[config.mk]
export PLATFORM = sky130hd
export DESIGN_NAME = clksw_top
export DESIGN_NICKNAME = d
export VERILOG_FILES = /design/src/clksw_pkg.sv /design/src/clksw_settle.sv /design/src/clksw_top.sv
export VERILOG_INCLUDE_DIRS = /design/src
export SDC_FILE = /design/constraint.sdc
export NUM_CORES = 1
export LEC_CHECK = 0
export ABC_CLOCK_PERIOD_IN_PS = 1770
export BUFFER_PORTS_ARGS = -buffer_cell sky130_fd_sc_hd__buf_2
export CAP_MARGIN = 30
export CORE_UTILIZATION = 48
export DETAILED_ROUTE_END_ITERATION = 6
export PLACE_DENSITY = 0.75
export SLEW_MARGIN = 20
export SYNTH_ARGS = -nofsm -noshare
export SYNTH_HDL_FRONTEND = slang
export SYNTH_SLANG_ARGS = --single-unit
[constraint.sdc]
create_clock -name mclk_i -period 1.77 [get_ports mclk_i]
set_clock_uncertainty 0.15 [all_clocks]
set_input_delay 0.354 -clock mclk_i [delete_from_list [all_inputs] [get_ports mclk_i]]
set_output_delay 0.354 -clock mclk_i [all_outputs]
set_load 0.01 [all_outputs]
[src/clksw_defs.svh]
`ifndef CLKSW_DEFS_SVH
`define CLKSW_DEFS_SVH

// register offsets
`define CLKSW_OFS_MULT 4'h0
`define CLKSW_OFS_TRIM 4'h1
`define CLKSW_OFS_CTRL 4'h2
`define CLKSW_OFS_KEY 4'h3

// reset values
`define CLKSW_MULT_RST 9'h030
`define CLKSW_TRIM_RST 6'h00
`define CLKSW_CUR_RST 3'h0

// field layout
`define CLKSW_MULT_W 9
`define CLKSW_TRIM_W 6
`define CLKSW_CUR_LSB 12
`define CLKSW_REQ_LSB 8
`define CLKSW_SWREQ_BIT 0
`define CLKSW_SRC_W 3

// unlock keys, written in this order to the key register
`define CLKSW_KEY1 16'h0055
`define CLKSW_KEY2 16'h00AA

// source codes
`define CLKSW_SRC_FRC 3'h0
`define CLKSW_SRC_PRI 3'h2
`define CLKSW_SRC_LPX 3'h4
`define CLKSW_SRC_SLOW_RC_SOURCE 3'h5

// new-clock cycles to wait before the changeover
`define CLKSW_SETTLE_CYC 4'hA

`endif

[src/clksw_pkg.sv]
package clksw_pkg;

  typedef struct packed {
    logic [3:0] addr;
    logic [15:0] wdata;
    logic we;
    logic re;
  } clksw_bus_req_type;

  typedef enum logic [1:0] {
    CLKSW_IDLE,
    CLKSW_WAIT_READY,
    CLKSW_SETTLE
  } clksw_state_type;

endpackage

[src/clksw_settle.sv]
`timescale 1ns/10ps
`include "clksw_defs.svh"

module clksw_settle
  import clksw_pkg::*;
(
  // clock and reset
  input wire logic mclk_i,
  input wire logic rstn_i,
  input wire logic ce_i,
  // control
  input wire logic start_i,
  input wire logic ready_i,
  input wire logic newclk_i,
  // status
  output logic ready_o,
  output logic done_o
);

  logic [1:0] rdy_sync;
  logic [1:0] clk_sync;
  logic clk_last;
  logic active;
  logic [3:0] edges;

  // two flops before anything looks at the pins
  always_ff @(posedge mclk_i or negedge rstn_i)
  begin
    if (!rstn_i)
    begin
      rdy_sync <= 2'h0;
      clk_sync <= 2'h0;
      clk_last <= 1'b0;
    end
    else if (ce_i)
    begin
      rdy_sync <= {rdy_sync[0], ready_i};
      clk_sync <= {clk_sync[0], newclk_i};
      clk_last <= clk_sync[1];
    end
  end

  assign ready_o = rdy_sync[1];

  // new clock must run below half of mclk or edges are missed
  always_ff @(posedge mclk_i or negedge rstn_i)
  begin
    if (!rstn_i)
    begin
      active <= 1'b0;
      edges <= 4'h0;
      done_o <= 1'b0;
    end
    else if (ce_i)
    begin
      done_o <= 1'b0;
      if (start_i)
      begin
        active <= 1'b1;
        edges <= 4'h0;
      end
      else if (active && clk_sync[1] && !clk_last)
      begin
        if (edges == `CLKSW_SETTLE_CYC - 4'h1)
        begin
          active <= 1'b0;
          done_o <= 1'b1;
        end
        else
          edges <= edges + 4'h1;
      end
    end
  end

endmodule

[src/clksw_top.sv]
// How it works
// - the multiplier field is nine writable bits, upper bits read zero, n multiplies by n+2.
// - after reset the multiplier field gives a factor of 50.
// - the trim field is six writable bits resetting to zero, upper bits read zero.
// - the trim field is a signed offset in 0.375 percent steps around nominal.
// - software may pick any of the four clock sources; a pick written mid-switch before the completion cycle is cleared unserved.
// - control register writes need a fresh key sequence before each one.
// - the primary submode comes from a two-bit strap and never changes at run time.
// - switching to and from primary is allowed, switching primary submodes is not.
// - setting the switch request starts a switch, completion clears it and copies the source.
// - a request for the source already in use is aborted and cleared.
// - after the new source is ready, ten new-clock cycles pass before changeover.
//
// The plain strobed port and the register offsets were left to the implementer.
`timescale 1ns/10ps
`include "clksw_defs.svh"

module clksw_top
  import clksw_pkg::*;
(
  // clock and reset
  input wire logic mclk_i,
  input wire logic rstn_i,
  input wire logic ce_i,
  // register port
  input wire clksw_bus_req_type bus_i,
  output logic [15:0] rdata_o,
  // straps and oscillator status
  input wire logic [1:0] primary_submode_cfg_i,
  input wire logic src_ready_i,
  input wire logic newclk_i,
  // clock control outputs
  output logic [`CLKSW_MULT_W-1:0] multiplier_field_o,
  output logic [`CLKSW_TRIM_W-1:0] trim_field_o,
  output logic [1:0] primary_submode_o,
  output logic [`CLKSW_SRC_W-1:0] current_source_o,
  output logic [`CLKSW_SRC_W-1:0] target_source_o,
  output logic target_enable_o
);

  clksw_state_type state;
  logic [1:0] cfg_sync0;
  logic [1:0] cfg_sync1;
  logic [1:0] cfg_age;
  logic [`CLKSW_SRC_W-1:0] requested_source_field;
  logic switch_request_bit;
  logic [1:0] key_stage;
  logic unlocked;
  logic ctrl_wr;
  logic settle_start;
  logic settle_done;
  logic new_ready;
  logic hw_clear;
  logic valid_req;

  assign ctrl_wr = bus_i.we && (bus_i.addr == `CLKSW_OFS_CTRL);

  // strap caught once after reset release, through two flops
  always_ff @(posedge mclk_i or negedge rstn_i)
  begin
    if (!rstn_i)
    begin
      cfg_sync0 <= 2'h0;
      cfg_sync1 <= 2'h0;
      cfg_age <= 2'h0;
      primary_submode_o <= 2'h0;
    end
    else if (ce_i)
    begin
      cfg_sync0 <= primary_submode_cfg_i;
      cfg_sync1 <= cfg_sync0;
      // wait out both sync flops, else the reset value is caught
      if (cfg_age != 2'h3)
        cfg_age <= cfg_age + 2'h1;
      if (cfg_age == 2'h2)
        primary_submode_o <= cfg_sync1;
    end
  end

  // plain settings registers
  always_ff @(posedge mclk_i or negedge rstn_i)
  begin
    if (!rstn_i)
    begin
      multiplier_field_o <= `CLKSW_MULT_RST;
      trim_field_o <= `CLKSW_TRIM_RST;
    end
    else if (ce_i && bus_i.we)
    begin
      if (bus_i.addr == `CLKSW_OFS_MULT)
        multiplier_field_o <= bus_i.wdata[`CLKSW_MULT_W-1:0];
      else if (bus_i.addr == `CLKSW_OFS_TRIM)
        trim_field_o <= bus_i.wdata[`CLKSW_TRIM_W-1:0];
    end
  end

  // key sequence; any other write breaks it, one control write uses it
  always_ff @(posedge mclk_i or negedge rstn_i)
  begin
    if (!rstn_i)
    begin
      key_stage <= 2'h0;
      unlocked <= 1'b0;
    end
    else if (ce_i && bus_i.we)
    begin
      if (bus_i.addr == `CLKSW_OFS_KEY && bus_i.wdata == `CLKSW_KEY1)
      begin
        key_stage <= 2'h1;
        unlocked <= 1'b0;
      end
      else if (bus_i.addr == `CLKSW_OFS_KEY && key_stage == 2'h1
               && bus_i.wdata == `CLKSW_KEY2)
      begin
        key_stage <= 2'h0;
        unlocked <= 1'b1;
      end
      else
      begin
        key_stage <= 2'h0;
        unlocked <= 1'b0;
      end
    end
  end

  // requested source; locked writes fall on the floor
  always_ff @(posedge mclk_i or negedge rstn_i)
  begin
    if (!rstn_i)
      requested_source_field <= `CLKSW_CUR_RST;
    else if (ce_i && ctrl_wr && unlocked)
      requested_source_field <=
        bus_i.wdata[`CLKSW_REQ_LSB+`CLKSW_SRC_W-1:`CLKSW_REQ_LSB];
  end

  // only the four documented codes; the submode is not selectable here
  always_comb
  begin
    valid_req = (requested_source_field == `CLKSW_SRC_FRC) ||
                (requested_source_field == `CLKSW_SRC_PRI) ||
                (requested_source_field == `CLKSW_SRC_LPX) ||
                (requested_source_field == `CLKSW_SRC_SLOW_RC_SOURCE);
  end

  always_comb
  begin
    hw_clear = 1'b0;
    settle_start = 1'b0;
    case (state)
      CLKSW_IDLE:
        if (switch_request_bit)
        begin
          if (requested_source_field == current_source_o || !valid_req)
            hw_clear = 1'b1;
        end
      CLKSW_WAIT_READY:
        settle_start = new_ready;
      CLKSW_SETTLE:
        hw_clear = settle_done;
      default:
        hw_clear = 1'b0;
    endcase
  end

  // software set wins over a same-cycle hardware clear
  always_ff @(posedge mclk_i or negedge rstn_i)
  begin
    if (!rstn_i)
      switch_request_bit <= 1'b0;
    else if (ce_i)
    begin
      if (ctrl_wr && unlocked && bus_i.wdata[`CLKSW_SWREQ_BIT])
        switch_request_bit <= 1'b1;
      else if (hw_clear)
        switch_request_bit <= 1'b0;
    end
  end

  // switch sequencer; target held so mid-switch writes cannot tear it
  always_ff @(posedge mclk_i or negedge rstn_i)
  begin
    if (!rstn_i)
    begin
      state <= CLKSW_IDLE;
      current_source_o <= `CLKSW_CUR_RST;
      target_source_o <= `CLKSW_CUR_RST;
      target_enable_o <= 1'b0;
    end
    else if (ce_i)
    begin
      case (state)
        CLKSW_IDLE:
          if (switch_request_bit && !hw_clear)
          begin
            target_source_o <= requested_source_field;
            target_enable_o <= 1'b1;
            state <= CLKSW_WAIT_READY;
          end
        CLKSW_WAIT_READY:
          if (new_ready)
            state <= CLKSW_SETTLE;
        CLKSW_SETTLE:
          if (settle_done)
          begin
            current_source_o <= target_source_o;
            target_enable_o <= 1'b0;
            state <= CLKSW_IDLE;
          end
        default:
          state <= CLKSW_IDLE;
      endcase
    end
  end

  clksw_settle u_settle (
    .mclk_i(mclk_i),
    .rstn_i(rstn_i),
    .ce_i(ce_i),
    .start_i(settle_start),
    .ready_i(src_ready_i),
    .newclk_i(newclk_i),
    .ready_o(new_ready),
    .done_o(settle_done)
  );

  // read data one cycle after the strobe, zero elsewhere
  always_ff @(posedge mclk_i or negedge rstn_i)
  begin
    if (!rstn_i)
      rdata_o <= 16'h0000;
    else if (ce_i)
    begin
      rdata_o <= 16'h0000;
      if (bus_i.re)
      begin
        if (bus_i.addr == `CLKSW_OFS_MULT)
          rdata_o <= {7'h00, multiplier_field_o};
        else if (bus_i.addr == `CLKSW_OFS_TRIM)
          rdata_o <= {10'h000, trim_field_o};
        else if (bus_i.addr == `CLKSW_OFS_CTRL)
          rdata_o <= {1'b0, current_source_o, 1'b0,
                      requested_source_field, 7'h00,
                      switch_request_bit};
      end
    end
  end

endmodule

==> impl_metrics.ini <==
[worst_setup_path]
start_kind = flop
critPathRequiredTime_ps = 1850
reg2reg_depth = 4
r2r_setup_slack_ps = -60
worstPathArrival_ps = 1910
worstReg2RegEnd = target_source_o[0]$_DFFE_PN0P_
regToRegStartpoint = current_source_o[0]$_DFFE_PN0P_
cp-end-kind = flop
cp_max_fo = 4
crit_type = flop to flop

[synthesis]
synthFlopType = dfrtp_1
synthCells = 234
synth_top_area_cell = dfrtp_1
synth_edf_count = 0
ys_seq_area_share_pct = 54.5
ys_async_sr_fraction_pct = 100
ys_seq_elements = 63
yosys_warnings = 0
synthDistinctLibCells = 54
netlist_area_sq_mm = 0.00290
avgSynthCellArea_sq_um = 12.4
synth_area_leaders = dfrtp_1, mux2_2, nand2_1
synth_top_area_share_pct = 52.7

[min_path]
min_to = cfg_sync0[0]$_DFFE_PN0P_
hold_depth = 2
hp-class = input pin to flop
hold_path_startpoint = primary_submode_cfg_i[0]

[clocking]
tritoncts = yes
clock_path_buffers = 2
clk_latency_ps = 340
cts_buffers = 9
cts.sinks = 63
htree_levels = 3
clk_pin_slew_ps = 70
clockRootBuffer = clkbuf_8

[final_layout]
antenna_cells = 0
seq_area_sq_mm = 0.00158
multi_input_area_sq_mm = 0.00127
final_nets = 361
drive_gt1_share_pct = 45.3
fillCellCount = 451
syn2layout_area_growth_pct = 28.4

[global_routing]
grt_pass1_vias = 2136
grt_overflow = 0
grt_util_all_layers_pct = 21.7
antenna_found_initial = 0
grt_max_degree = 64
grt_pass1_wl_mm = 10.3

[floorplanning]
row_count = 27
die_h_um = 79.7
ios = 69
die_w_um = 79.7
fp.coreArea_sq_mm = 0.00568
initial_core_util_pct = 51.1
dieArea_sq_mm = 0.00635

[pwr]
p_leak_nw = 1.86
vdd_ir_drop_max_mv = 0.755
powerDensity_mw_per_mm2 = 943

[timing]
grt_setup_unrepaired = true
period_needed_ps = 1830
setup_violations = 2
slew-limit-headroom_pct = 65.0
whs_ps = 102
fmax_mhz = 546
finalHoldViolations = 0
worstMarginPinSlew_ps = 524
finalMaxSlewViolations = 0
layout_worst_path_cycle_share_pct = 103
setup_ws_ps = -60.5

[detailed_routing]
drt_iter0_drc = 84
antenna_left = 0
totalWireLength_mm = 6.19
drc = 0
wl_per_cell_um = 15.3
vias_per_cell = 5.38
first_pass_iters = 5
vias = 2180

[placement]
gp_congestion = 0.759
hpwl_mm = 4.60
pre_cts_slack_ps = -210
portBuffers = 66

[job]
drv_cap = 0

[run_status]
violations = setup timing
status = complete, but fails checks
==> cell type report <==
type	count	area share, %
clock buffers	13	4.54
clock inverters	3	1.08
flip-flops and latches	63	42.4
multi-input cells	155	34.1
repair buffers	93	14.8
well taps	72	2.42
inverters	6	0.605
==> routing by layer <==
| metal | global-route usage [%] | vias up | part of all wire (%) | wire length, um |
|---|---|---|---|---|
| met5 | 0 | - | 0 | 0 |
| met4 | 7.64 | 0 | 2.1 | 127 |
| met3 | 6.06 | 16 | 4.9 | 302 |
| met2 | 34.1 | 70 | 46 | 2840 |
| met1 | 28.6 | 1049 | 47 | 2920 |
| li1 | - | 1045 | - | - |
==> cells in the mapped netlist (3+ instances only) <==
master	number
dfrtp_1	61
mux2_2	32
nand2_1	21
o21ai_0	9
o2bb2ai_1	8
inv_1	6
mux2i_1	6
nand3_1	6
nor2_1	6
a22o_1	5
a21oi_1	4
buf_4	4
ha_1	4
nand2b_1	4
nor4_1	4
buf_2	3
clkbuf_1	3
nor2b_1	3
==> metrics by stage <==
| step | util (%) | power [mW] | std cells | area, sq um | setup TNS, ps |
|---|---|---|---|---|---|
| after floorplan | - | 2.00 | 235 | 2930 | -1200 |
| after global placement | 61.3 | 2.22 | 387 | 3480 | -2690 |
| after detailed placement | 61.3 | 2.24 | 387 | 3480 | -3910 |
| after CTS | 65.5 | 3.54 | 405 | 3710 | -116 |
| after global routing | 65.5 | 3.68 | 405 | 3720 | -209 |
| final | 65.5 | 3.51 | 405 | 3720 | -91.6 |
==> cells in the final DEF (no fill, tap or decap), types with 3 or more instances in the layout <==
cell type	instances
buf_2	66
dfrtp_1	61
mux2_2	26
buf_4	24
nand2_1	21
clkbuf_8	12
o21ai_0	9
o2bb2ai_1	8
mux2_4	7
inv_1	6
nor2_1	6
mux2i_1	6
nand3_1	5
a22o_1	5
nand2b_1	4
nor4_1	4
a21oi_1	4
ha_1	4
nor2b_1	3
==> worst max path at each step <==
stage / start / end / slack (ps) / cells after the start
3_3_place_gp: bus_i[21] / trim_field_o[2]$_DFFE_PN0P_ / -150 / 5
3_5_place_dp: bus_i[21] / trim_field_o[2]$_DFFE_PN0P_ / -210 / 5
2_1_floorplan: current_source_o[0]$_DFFE_PN0P_ / target_source_o[0]$_DFFE_PN0P_ / -160 / 5
4_1_cts: current_source_o[2]$_DFFE_PN0P_ / target_source_o[1]$_DFFE_PN0P_ / -60 / 5
6_report: current_source_o[0]$_DFFE_PN0P_ / target_source_o[0]$_DFFE_PN0P_ / -60 / 4
5_1_grt: current_source_o[0]$_DFFE_PN0P_ / target_source_o[0]$_DFFE_PN0P_ / -110 / 4
==> where the power goes <==
group	switching (mW)	leakage [nW]	internal [mW]
Combinational	0.250	0.927	0.273
Clock	0.530	0.109	0.762
Sequential	0.100	0.824	1.59
Total	0.880	1.86	2.63
==> critical path, cell delays in order (launching register included) <==
cell and delay, ps:
dfrtp_1 430, or4_4 510, a21oi_4 150, a2111o_1 170, mux2_4 310
==> sequential cells by signal, summed over array words and instances (netlist names), 2 cells and up <==
register                count
primary_submode_o           2
u_settle.edges              4
rdata_o                    14
requested_source_field      3
cfg_sync1                   2
cfg_sync0                   2
multiplier_field_o          9
trim_field_o                6
cfg_age                     2
current_source_o            3
target_source_o             3
u_settle.rdy_sync           2
state                       2
u_settle.clk_sync           2
==> kinds of logic (layout without fill, tap and decap cells) <==
family          after synthesis  count (layout)  synth area share [%]
mux                          39              39                  15.0
compound gates               38              38                  9.67
fa+ha+maj                     4               4                  1.73
simple gates                 69              69                  14.9
buf+inv                      17             115                  3.11
flops                        63              63                  54.5
other cells                   1               2                 0.129
xor+xnor                      3               3                 0.907
==> timing repair <==
item,in CTS,in global routing
gates resized for setup,2,1
endpoints found under the setup margin,1,2
pin swaps,2,1
hold buffers,1,0
hold endpoints to repair,61,0
buffers inserted,1,0
Note: power is estimated with default switching activity, not from simulation.
